## src/pkg/sic_pkg.sv

```systemverilog
/*
 * Shared constants and types of the simplified I2C master channel.
 * Assumes a 32-bit Avalon-MM register bus with word-indexed addresses.
 */
package sic_pkg;

    // Register word offsets.
    localparam logic [3:0] SIC_OFS_DATA = 4'h0;
    localparam logic [3:0] SIC_OFS_MODE = 4'h1;
    localparam logic [3:0] SIC_OFS_PRS = 4'h2;
    localparam logic [3:0] SIC_OFS_LVL = 4'h3;
    localparam logic [3:0] SIC_OFS_SOE = 4'h4;
    localparam logic [3:0] SIC_OFS_START = 4'h5;
    localparam logic [3:0] SIC_OFS_STOP = 4'h6;
    localparam logic [3:0] SIC_OFS_STAT = 4'h7;
    localparam logic [3:0] SIC_OFS_EVT = 4'h8;
    localparam logic [3:0] SIC_OFS_MASK = 4'h9;

    // Data register: divider field in bits 15:9, byte in bits 7:0.
    localparam int SIC_DIV_LSB = 9;
    localparam int SIC_DIV_MSB = 15;
    localparam logic [6:0] SIC_DIV_RST = 7'h01;

    // Mode register fields.
    localparam int SIC_CKS_BIT = 7;
    localparam int SIC_TXE_BIT = 1;
    localparam int SIC_RXE_BIT = 0;
    localparam logic [7:0] SIC_MODE_RST = 8'h02;
    localparam logic [7:0] SIC_PRS_RST = 8'h00;

    // Output level register: bit 0 data line, bit 1 clock line.
    localparam int SIC_LVL_SDA = 0;
    localparam int SIC_LVL_SCL = 1;
    localparam logic [1:0] SIC_LVL_RST = 2'h3;

    // Status register bits.
    localparam int SIC_ST_EN = 0;
    localparam int SIC_ST_TSF = 1;
    localparam int SIC_ST_BFF = 2;
    localparam int SIC_ST_SCL = 3;
    localparam int SIC_ST_SDA = 4;

    // Event status and mask bits.
    localparam int SIC_EV_END = 0;
    localparam int SIC_EV_OVF = 1;
    localparam int SIC_EV_ACK = 2;
    localparam logic [2:0] SIC_EV_RST = 3'h0;

    // Index of the acknowledge slot, the ninth bit of a frame.
    localparam logic [3:0] SIC_ACK_SLOT = 4'h8;

    typedef struct packed {
        logic read;
        logic write;
        logic [3:0] address;
        logic [31:0] writedata;
    } sic_avm_req_t;

    typedef enum {SIC_IDLE, SIC_LOW, SIC_HIGH} sic_state_t;

endpackage : sic_pkg
```

## src/hw/sic_main.sv

```systemverilog
/*
 * Simplified I2C master channel: frame engine, baud generator and
 * Avalon-MM register slave with interrupt logic.
 * Assumes open-drain pads resolved outside and external pull-ups.
 */
// Local design decisions: the Avalon-MM interface to the registers and the register offsets.
`timescale 1ns/1ps
// Rules for this block and the software that drives it
// [RQ1] In reception the only error raised is overrun of an unread byte.
// [RQ2] Software uses transfer-end interrupts only, never buffer-empty; the bench also unmasks the overrun and ack error events (masks 7 and 6).
// [RQ3] Frames are eight data bits MSB first, no parity, one ack slot.
// [RQ4] Output is non-inverted; clock and data rest high when idle; the code leaves the clock low after a frame.
// [RQ5] Software keeps the clock within 400 kHz or 100 kHz.
// [RQ6] Clock rate is operation clock over divider plus one, over two.
// [RQ7] Software never writes zero to the seven-bit divider field.
// [RQ8] The serial clock has equal high and low phases.
// [RQ9] Operation clock is system clock over 2^k, k from a selected field.
// [RQ10] Software stops all channels before changing the system clock.
// [RQ11] Software enables reception then writes dummy ones to start it.
// [RQ12] No acknowledge after the last byte; software then stops.
// [RQ13] Software clears output enable before the last byte arrives.
// [RQ14] Software stops the channel, then makes the stop condition.
// [RQ15] Software holds output enable and leaves pins alone mid-transfer.
// [RQ16] A missing slave acknowledge sets the acknowledge error flag.
// [RQ17] Software sets the pins to open-drain before communicating.
// [RQ18] Transfer-end event fires once per frame after the ninth clock.
// [RQ19] Transfer status is high while shifting, low when done.
module sic_main
    import sic_pkg::*;
(
    input wire logic core_clk,
    input wire logic reset,
    input wire sic_avm_req_t avm_req,
    output logic [31:0] avm_readdata,
    output logic avm_waitrequest,
    output logic transfer_end_irq,
    input wire logic serial_clock_pin_i,
    output logic serial_clock_pin_o,
    output logic serial_clock_pin_oe,
    input wire logic serial_data_pin_i,
    output logic serial_data_pin_o,
    output logic serial_data_pin_oe
);
    sic_state_t state_ff, nxt_state;
    logic [6:0] div_ff, nxt_div;
    logic [7:0] mode_ff, nxt_mode;
    logic [7:0] prs_ff, nxt_prs;
    logic soe_ff, nxt_soe;
    logic en_ff, nxt_en;
    logic [7:0] shift_ff, nxt_shift;
    logic [7:0] rxd_ff, nxt_rxd;
    logic bff_ff, nxt_bff;
    logic tsf_ff, nxt_tsf;
    logic [3:0] bit_ff, nxt_bit;
    logic [6:0] hcnt_ff, nxt_hcnt;
    logic scl_ff, nxt_scl;
    logic sda_ff, nxt_sda;
    logic [2:0] evt_ff, nxt_evt;
    logic [2:0] mask_ff, nxt_mask;
    logic irq_ff, nxt_irq;
    logic wait_ff, nxt_wait;
    logic [31:0] rdata_ff, nxt_rdata;
    logic scl_oe_ff;
    logic sda_oe_ff;

    logic mck_tick;
    logic phase_end;
    logic [1:0] line;
    logic wr_cmt;
    logic rd_cmt;
    logic [2:0] ev_set;
    logic rx_mode;
    logic [3:0] k_sel;

    // Prescaler field chosen by the mode register select bit.
    assign k_sel = mode_ff[SIC_CKS_BIT] ? prs_ff[7:4] : prs_ff[3:0]; // [RQ9]

    sic_tick u_tick (
        .core_clk(core_clk),
        .reset(reset),
        .k(k_sel),
        .tick(mck_tick)
    );

    sic_sync u_sync (
        .core_clk(core_clk),
        .reset(reset),
        .d({serial_data_pin_i, serial_clock_pin_i}),
        .q(line)
    );

    // Writes and read side effects land on the edge that ends the wait.
    assign wr_cmt = avm_req.write && !wait_ff;
    assign rd_cmt = avm_req.read && !wait_ff;
    assign rx_mode = mode_ff[SIC_RXE_BIT];
    // Each half period lasts divider plus one operation clocks.
    assign phase_end = mck_tick && (hcnt_ff == div_ff); // [RQ6] [RQ8]

    always_comb begin
        nxt_state = state_ff;
        nxt_div = div_ff;
        nxt_mode = mode_ff;
        nxt_prs = prs_ff;
        nxt_soe = soe_ff;
        nxt_en = en_ff;
        nxt_shift = shift_ff;
        nxt_rxd = rxd_ff;
        nxt_bff = bff_ff;
        nxt_bit = bit_ff;
        nxt_hcnt = hcnt_ff;
        nxt_scl = scl_ff;
        nxt_sda = sda_ff;
        ev_set = 3'h0;
        if (state_ff == SIC_IDLE) begin
            nxt_hcnt = 7'h00;
        end else if (mck_tick) begin
            nxt_hcnt = phase_end ? 7'h00 : hcnt_ff + 7'h01;
        end
        if (rd_cmt && avm_req.address == SIC_OFS_DATA) begin
            nxt_bff = 1'b0;
        end
        case (state_ff)
            SIC_IDLE: begin
                if (en_ff && wr_cmt && avm_req.address == SIC_OFS_DATA) begin
                    nxt_state = SIC_LOW;
                    nxt_shift = avm_req.writedata[7:0];
                    nxt_bit = 4'h0;
                    nxt_scl = 1'b0;
                    if (soe_ff) begin
                        nxt_sda = avm_req.writedata[7]; // [RQ3] [RQ4]
                    end
                end
            end
            SIC_LOW: begin
                if (phase_end) begin
                    nxt_state = SIC_HIGH;
                    nxt_scl = 1'b1;
                end
            end
            SIC_HIGH: begin
                if (phase_end) begin
                    nxt_scl = 1'b0;
                    if (bit_ff == SIC_ACK_SLOT) begin
                        nxt_state = SIC_IDLE;
                        ev_set[SIC_EV_END] = 1'b1; // [RQ18]
                        if (soe_ff) begin
                            nxt_sda = 1'b1;
                        end
                        if (rx_mode) begin
                            nxt_rxd = shift_ff;
                            ev_set[SIC_EV_OVF] = nxt_bff; // [RQ1]
                            nxt_bff = 1'b1;
                        end else begin
                            ev_set[SIC_EV_ACK] = line[1]; // [RQ16]
                        end
                    end else begin
                        nxt_state = SIC_LOW;
                        nxt_shift = {shift_ff[6:0], line[1]}; // [RQ3]
                        nxt_bit = bit_ff + 4'h1;
                        if (soe_ff && bit_ff == 4'h7) begin
                            // Dropping enable leaves the line high: NACK.
                            nxt_sda = !rx_mode; // [RQ12]
                        end else if (soe_ff) begin
                            nxt_sda = shift_ff[6];
                        end
                    end
                end
            end
            default: nxt_state = SIC_IDLE;
        endcase
        if (wr_cmt && state_ff == SIC_IDLE) begin
            if (avm_req.address == SIC_OFS_DATA) begin
                nxt_div = avm_req.writedata[SIC_DIV_MSB:SIC_DIV_LSB];
            end else if (avm_req.address == SIC_OFS_MODE) begin
                nxt_mode = avm_req.writedata[7:0];
            end else if (avm_req.address == SIC_OFS_PRS) begin
                nxt_prs = avm_req.writedata[7:0];
            end else if (avm_req.address == SIC_OFS_LVL) begin
                nxt_sda = avm_req.writedata[SIC_LVL_SDA];
                nxt_scl = avm_req.writedata[SIC_LVL_SCL];
            end else if (avm_req.address == SIC_OFS_SOE) begin
                nxt_soe = avm_req.writedata[0];
            end else if (avm_req.address == SIC_OFS_START) begin
                nxt_en = nxt_en | avm_req.writedata[0];
            end
        end
        // Of the mode register, only the transmit and receive enable bits may change mid-frame to turn the bus round.
        if (wr_cmt && state_ff != SIC_IDLE
                && avm_req.address == SIC_OFS_MODE) begin
            nxt_mode[SIC_TXE_BIT] = avm_req.writedata[SIC_TXE_BIT];
            nxt_mode[SIC_RXE_BIT] = avm_req.writedata[SIC_RXE_BIT];
        end
        // A stop aborts any frame so software can build the stop condition.
        if (wr_cmt && avm_req.address == SIC_OFS_STOP
                && avm_req.writedata[0]) begin
            nxt_en = 1'b0;
            nxt_state = SIC_IDLE;
        end
    end

    // Hardware set wins over a same-cycle write-one clear.
    always_comb begin
        nxt_evt = evt_ff;
        nxt_mask = mask_ff;
        if (wr_cmt && avm_req.address == SIC_OFS_EVT) begin
            nxt_evt = evt_ff & ~avm_req.writedata[2:0];
        end
        if (wr_cmt && avm_req.address == SIC_OFS_MASK) begin
            nxt_mask = avm_req.writedata[2:0];
        end
        nxt_evt = nxt_evt | ev_set;
        nxt_irq = |(nxt_evt & nxt_mask);
        nxt_tsf = nxt_state != SIC_IDLE; // [RQ19]
    end

    // Read data is caught on entry, on the same edge that drops waitrequest.
    always_comb begin
        nxt_wait = 1'b1;
        nxt_rdata = rdata_ff;
        if (wait_ff && (avm_req.read || avm_req.write)) begin
            nxt_wait = 1'b0;
        end
        if (wait_ff && avm_req.read) begin
            nxt_rdata = 32'h0000_0000;
            if (avm_req.address == SIC_OFS_DATA) begin
                nxt_rdata[SIC_DIV_MSB:SIC_DIV_LSB] = div_ff;
                nxt_rdata[7:0] = rxd_ff;
            end else if (avm_req.address == SIC_OFS_MODE) begin
                nxt_rdata[7:0] = mode_ff;
            end else if (avm_req.address == SIC_OFS_PRS) begin
                nxt_rdata[7:0] = prs_ff;
            end else if (avm_req.address == SIC_OFS_LVL) begin
                nxt_rdata[SIC_LVL_SDA] = sda_ff;
                nxt_rdata[SIC_LVL_SCL] = scl_ff;
            end else if (avm_req.address == SIC_OFS_SOE) begin
                nxt_rdata[0] = soe_ff;
            end else if (avm_req.address == SIC_OFS_STAT) begin
                nxt_rdata[SIC_ST_EN] = en_ff;
                nxt_rdata[SIC_ST_TSF] = tsf_ff;
                nxt_rdata[SIC_ST_BFF] = bff_ff;
                nxt_rdata[SIC_ST_SCL] = line[0];
                nxt_rdata[SIC_ST_SDA] = line[1];
            end else if (avm_req.address == SIC_OFS_EVT) begin
                nxt_rdata[2:0] = evt_ff;
            end else if (avm_req.address == SIC_OFS_MASK) begin
                nxt_rdata[2:0] = mask_ff;
            end
        end
    end

    always_ff @(posedge core_clk) begin
        if (reset) begin
            state_ff <= SIC_IDLE;
            div_ff <= SIC_DIV_RST;
            mode_ff <= SIC_MODE_RST;
            prs_ff <= SIC_PRS_RST;
            soe_ff <= 1'b0;
            en_ff <= 1'b0;
            shift_ff <= 8'h00;
            rxd_ff <= 8'h00;
            bff_ff <= 1'b0;
            tsf_ff <= 1'b0;
            bit_ff <= 4'h0;
            hcnt_ff <= 7'h00;
            scl_ff <= SIC_LVL_RST[SIC_LVL_SCL];
            sda_ff <= SIC_LVL_RST[SIC_LVL_SDA];
            evt_ff <= SIC_EV_RST;
            mask_ff <= SIC_EV_RST;
            irq_ff <= 1'b0;
            wait_ff <= 1'b1;
            rdata_ff <= 32'h0000_0000;
            scl_oe_ff <= 1'b0;
            sda_oe_ff <= 1'b0;
        end else begin
            state_ff <= nxt_state;
            div_ff <= nxt_div;
            mode_ff <= nxt_mode;
            prs_ff <= nxt_prs;
            soe_ff <= nxt_soe;
            en_ff <= nxt_en;
            shift_ff <= nxt_shift;
            rxd_ff <= nxt_rxd;
            bff_ff <= nxt_bff;
            tsf_ff <= nxt_tsf;
            bit_ff <= nxt_bit;
            hcnt_ff <= nxt_hcnt;
            scl_ff <= nxt_scl;
            sda_ff <= nxt_sda;
            evt_ff <= nxt_evt;
            mask_ff <= nxt_mask;
            irq_ff <= nxt_irq;
            wait_ff <= nxt_wait;
            rdata_ff <= nxt_rdata;
            scl_oe_ff <= !nxt_scl; // [RQ4]
            sda_oe_ff <= !nxt_sda; // [RQ4]
        end
    end

    // Open drain: the pad only ever pulls low.
    assign serial_clock_pin_o = 1'b0;
    assign serial_data_pin_o = 1'b0;
    assign serial_clock_pin_oe = scl_oe_ff;
    assign serial_data_pin_oe = sda_oe_ff;
    assign avm_readdata = rdata_ff;
    assign avm_waitrequest = wait_ff;
    assign transfer_end_irq = irq_ff;
endmodule : sic_main

```

## src/hw/sic_sync.sv

```systemverilog
/*
 * Two-flop synchroniser for the sensed pin levels.
 * Assumes inputs are asynchronous to core_clk.
 */
`timescale 1ns/1ps
module sic_sync
    import sic_pkg::*;
(
    input wire logic core_clk,
    input wire logic reset,
    input wire logic [1:0] d,
    output logic [1:0] q
);
    logic [1:0] s1_ff;
    logic [1:0] s2_ff;

    // Lines idle high, so reset to the idle level.
    always_ff @(posedge core_clk) begin
        if (reset) begin
            s1_ff <= 2'h3;
            s2_ff <= 2'h3;
        end else begin
            s1_ff <= d;
            s2_ff <= s1_ff;
        end
    end

    assign q = s2_ff;
endmodule : sic_sync

```

## src/hw/sic_tick.sv

```systemverilog
/*
 * Prescaler giving one enable tick per channel operation clock period.
 * Assumes k is stable while the channel runs.
 */
`timescale 1ns/1ps
module sic_tick
    import sic_pkg::*;
(
    input wire logic core_clk,
    input wire logic reset,
    input wire logic [3:0] k,
    output logic tick
);
    logic [14:0] cnt_ff;
    logic [14:0] mask;

    function automatic logic [14:0] low_mask(input logic [3:0] n);
        logic [15:0] m;
        m = (16'h0001 << n) - 16'h0001;
        return m[14:0];
    endfunction : low_mask

    always_ff @(posedge core_clk) begin
        if (reset) begin
            cnt_ff <= 15'h0000;
        end else begin
            cnt_ff <= cnt_ff + 15'h0001;
        end
    end

    // A free counter avoids reloading when k changes.
    assign mask = low_mask(k);
    assign tick = (cnt_ff & mask) == mask; // [RQ9]
endmodule : sic_tick

```

## config.mk

```make
export PLATFORM = sky130hd
export DESIGN_NAME = sic_main
export DESIGN_NICKNAME = d
export VERILOG_FILES = /design/src/pkg/sic_pkg.sv /design/src/hw/sic_main.sv /design/src/hw/sic_sync.sv /design/src/hw/sic_tick.sv
export SDC_FILE = /design/constraint.sdc
export NUM_CORES = 1
export LEC_CHECK = 0
export BUFFER_PORTS_ARGS = -buffer_cell sky130_fd_sc_hd__clkbuf_2
export CORE_UTILIZATION = 35
export DETAILED_ROUTE_END_ITERATION = 8
export PLACE_DENSITY_LB_ADDON = 0.25
export SLEW_MARGIN = 10
export SYNTH_ARGS = -nofsm -noshare
export SYNTH_HDL_FRONTEND = slang
export SYNTH_SLANG_ARGS = --single-unit
```

## constraint.sdc

```tcl
create_clock -name core_clk -period 6.9 [get_ports core_clk]
set_input_delay 0.69 -clock core_clk [delete_from_list [all_inputs] [get_ports core_clk]]
set_output_delay 0.69 -clock core_clk [all_outputs]
set_load 0.02 [all_outputs]
```

==> out/metrics.csv <==
metric;value;unit
post-route design area;7051;µm²
CTS max path bufs;2;
RSZ-0062 raised after global routing;no;
Final Cycle Share;68.25;%
Hold Crit Start;u_sync.s1_ff[1]$_SDFF_PP1_;
Leak;0.002878;µW
largest family of logic cells by synthesized area;simple AND/OR/NAND/NOR gates;
Post-synth top flop;dfxtp_1;
outcome;finished, final reports clean;
register area share after synthesis;43.27;%
WHS Path Cells;1;
Hold Fails Final Rpt;0;
diodes inserted;0;
Syn. warnings;0;
NetSw;467.9;µW
WP data arrival;4.98;ns
worst-path fanout max;30;
reg2reg start;mode_ff[7]$_SDFFE_PP0P_;
XOR/XNOR share of the synthesized area;3.299;%
post_cts resized;0;
endpoint class of the critical path;flip-flop;
Worst Max-Slew Pin Slew;0.9844;ns
DIE HEIGHT;134.1;µm
Hold WC Path Type;reg -> reg;
CP required;7.17;ns
Cell Int Power;1293;µW
Gate Count Post-Synth;702;
die area;17980;µm²
final setup violation count;0;
hpwl dp;10.59;mm
Syn Std Cell Area;6107;µm²
clk_lat worst skew;0.42;ns
area added between synthesis and finish;15.45;%
Inserted Clock Buffers;17;
Starting Density;36.31;%
Synth Area in Compound Gates;15.57;%
Core Footprint;16820;µm²
largest net degree at the start of global routing;86;
Critical Path Start Type;flip-flop;
critical path type;reg -> reg;
CTS sink cnt;132;
worst hold endpoint;u_sync.q[1]$_SDFF_PP1_;
Setup Buffers After CTS;0;
most frequent cell after synthesis;dfxtp_1;
vias in the first global route;4656;
post-synthesis mux area share;7.089;%
Seq pwr share;45.0;%
Synth Area in Adders;1.024;%
Final Net Count;802;
initial antenna violation count;0;
CTS tree;done;
Peak Freq;212.3;MHz
first-pass GRT wire length;24.47;mm
die width;134.1;µm
Final Util;41.92;%
simple-gate share of the synthesized area;22.93;%
number of distinct library cells after synthesis;72;
GRT Total Usage;17.60;%
Clock Power Share;49.4;%
Iter 0 DRT Violations;320;
maximum VDD drop;0.0001975;V
vias per inst;5.167;
Synth Area per Inst;8.700;µm²
largest area contributor in the netlist;dfxtp_1;
Max-Cap Viols;0;
H-tree depth;4;
fin crit period;4.710;ns
Rows;47;
Cells after DPL;956;
Port Buffers;43;
hold_buf cts;0;
commonest cells in the netlist;dfxtp_1, nor2_1, nand2_1;
share of cells above drive strength 1;12.37;%
Overflow after GRT;0;
clock skew;0.01212;ns
drt drc;0;
r2r setup slk;2.19;ns
top-area cell type share of the netlist area;43.27;%
Final ANT Viol Nets;0;
total number of vias;5105;
Post-synth EDFFs;0;
total negative setup slack;0;ns
Non-Filler Instances;988;
GP Congestion;0.8804;
DR pass1 iterations;5;
Slew HR;34.28;%
post-placement cell area;6477;µm²
dominant cells by area after synthesis;dfxtp_1, mux2i_1, nor2_1;
FF+latch count, synth;132;
clock transition at the registers of the reported paths;0.06;ns
Wirelength per Cell;15.24;µm
FF-to-FF path depth;11;
Max Transition Viols Final;0;
IO Pins;80;
switch share;26.57;%
Async SR Flop Fraction;0;%
reg2reg end;rxd_ff[2]$_SDFFE_PP0P_;
CTS Root Cell;clkbuf_16;
total wire length;15.06;mm
P per Cell Area;249.8;nW/µm²
combinational power share;5.7;%
logic make-up (layout without fill, tap and decap cells):
kind of cell,after synthesis,in the layout
XOR/XNOR,23,23
AO/OA/AOI/OAI,140,140
buffers and inverters,79,97
other,1,49
adder cells (fa/ha/maj),5,5
multiplexers,43,43
AND/OR/NAND/NOR,279,279
flip-flops,132,132
layer usage:
metal / part of all wire, % / global-route usage, % / up-vias
met5: 0 / 0 / -
met4: 1.9 / 7.366 / 0
met3: 4.4 / 3.779 / 25
met2: 46 / 27.89 / 132
met1: 47 / 23.13 / 2380
li1: - / - / 2568
cell usage in the layout (no fill, tap or decap), types with 6 or more instances in the layout:
cell and count:
a211oi_1 11, a21oi_1 34, a22oi_1 12, a31oi_1 7
and3_1 8, clkbuf_16 17, clkbuf_2 42, conb_1 49
dfxtp_1 132, inv_1 17, inv_6 7, mux2i_1 41
nand2_1 54, nand3_1 38, nand4_1 9, nor2_1 77
nor2b_1 11, nor3_1 16, nor3b_1 6, nor4_1 11
o21ai_0 22, or2_2 7, or3_1 7, or4_1 6
xnor2_1 10, xor2_1 13
final cells by class:
class	count	area, µm²
clock buffers	17	425.4
clock inverters	15	147.6
fillers	1729	9768
inverters	17	63.81
multi-input cells	539	3243
flip-flops and latches	132	2643
well taps	220	275.3
repair buffers	48	252.7
power groups by stage:
stage	Combinational, µW	Clock (µW)	Sequential (µW)
floorplan	73.5	0	809
global placement	99.5	0	809
detailed placement	99.1	0	809
CTS	99.4	891	792
global route	111	925	793
finish	99.6	870	792
registers in the layout (all words and copies together) (netlist names), 8 cells and up:
| signal | cells |
|---|---|
| mode_ff | 8 |
| shift_ff | 8 |
| rxd_ff | 8 |
| state_ff | 32 |
| avm_readdata | 15 |
| u_tick.cnt_ff | 15 |
| prs_ff | 8 |
worst max path at each step:
| stage | slack, ns | end | start | depth (start not counted) |
|---|---|---|---|---|
| 2_1_floorplan | 3.41 | sda_ff$_SDFF_PP1_ | mode_ff[7]$_SDFFE_PP0P_ | 15 |
| 3_3_place_gp | 2.25 | rxd_ff[5]$_SDFFE_PP0P_ | mode_ff[7]$_SDFFE_PP0P_ | 11 |
| 3_5_place_dp | 2.23 | rxd_ff[5]$_SDFFE_PP0P_ | mode_ff[7]$_SDFFE_PP0P_ | 11 |
| 4_1_cts | 2.22 | rxd_ff[2]$_SDFFE_PP0P_ | mode_ff[7]$_SDFFE_PP0P_ | 11 |
| 5_1_grt | 1.71 | rxd_ff[1]$_SDFFE_PP0P_ | mode_ff[7]$_SDFFE_PP0P_ | 11 |
| 6_report | 2.19 | rxd_ff[2]$_SDFFE_PP0P_ | mode_ff[7]$_SDFFE_PP0P_ | 11 |
critical path, stage by stage (launching register included):
cell       delay (ns)
dfxtp_1          0.97
a21oi_1          0.34
or2_2            0.37
ha_1             0.31
inv_1            0.28
or4_1            0.17
a31oi_1          0.07
a2111oi_0        0.57
and3_1           0.46
nand4_1          0.63
mux2i_1          0.35
nor2_1           0.05
stage by stage:
step / setup WS, ns / hold WS [ns] / total power [µW]
floorplan: 3.414 / 0.3895 / 883.0
global placement: 2.249 / 0.3911 / 908.5
detailed placement: 2.233 / 0.3961 / 908.1
CTS: 2.216 / 0.4098 / 1782
global route: 1.708 / 0.4205 / 1830
finish: 2.190 / 0.4080 / 1761
Power figures use the tool's default switching activity.
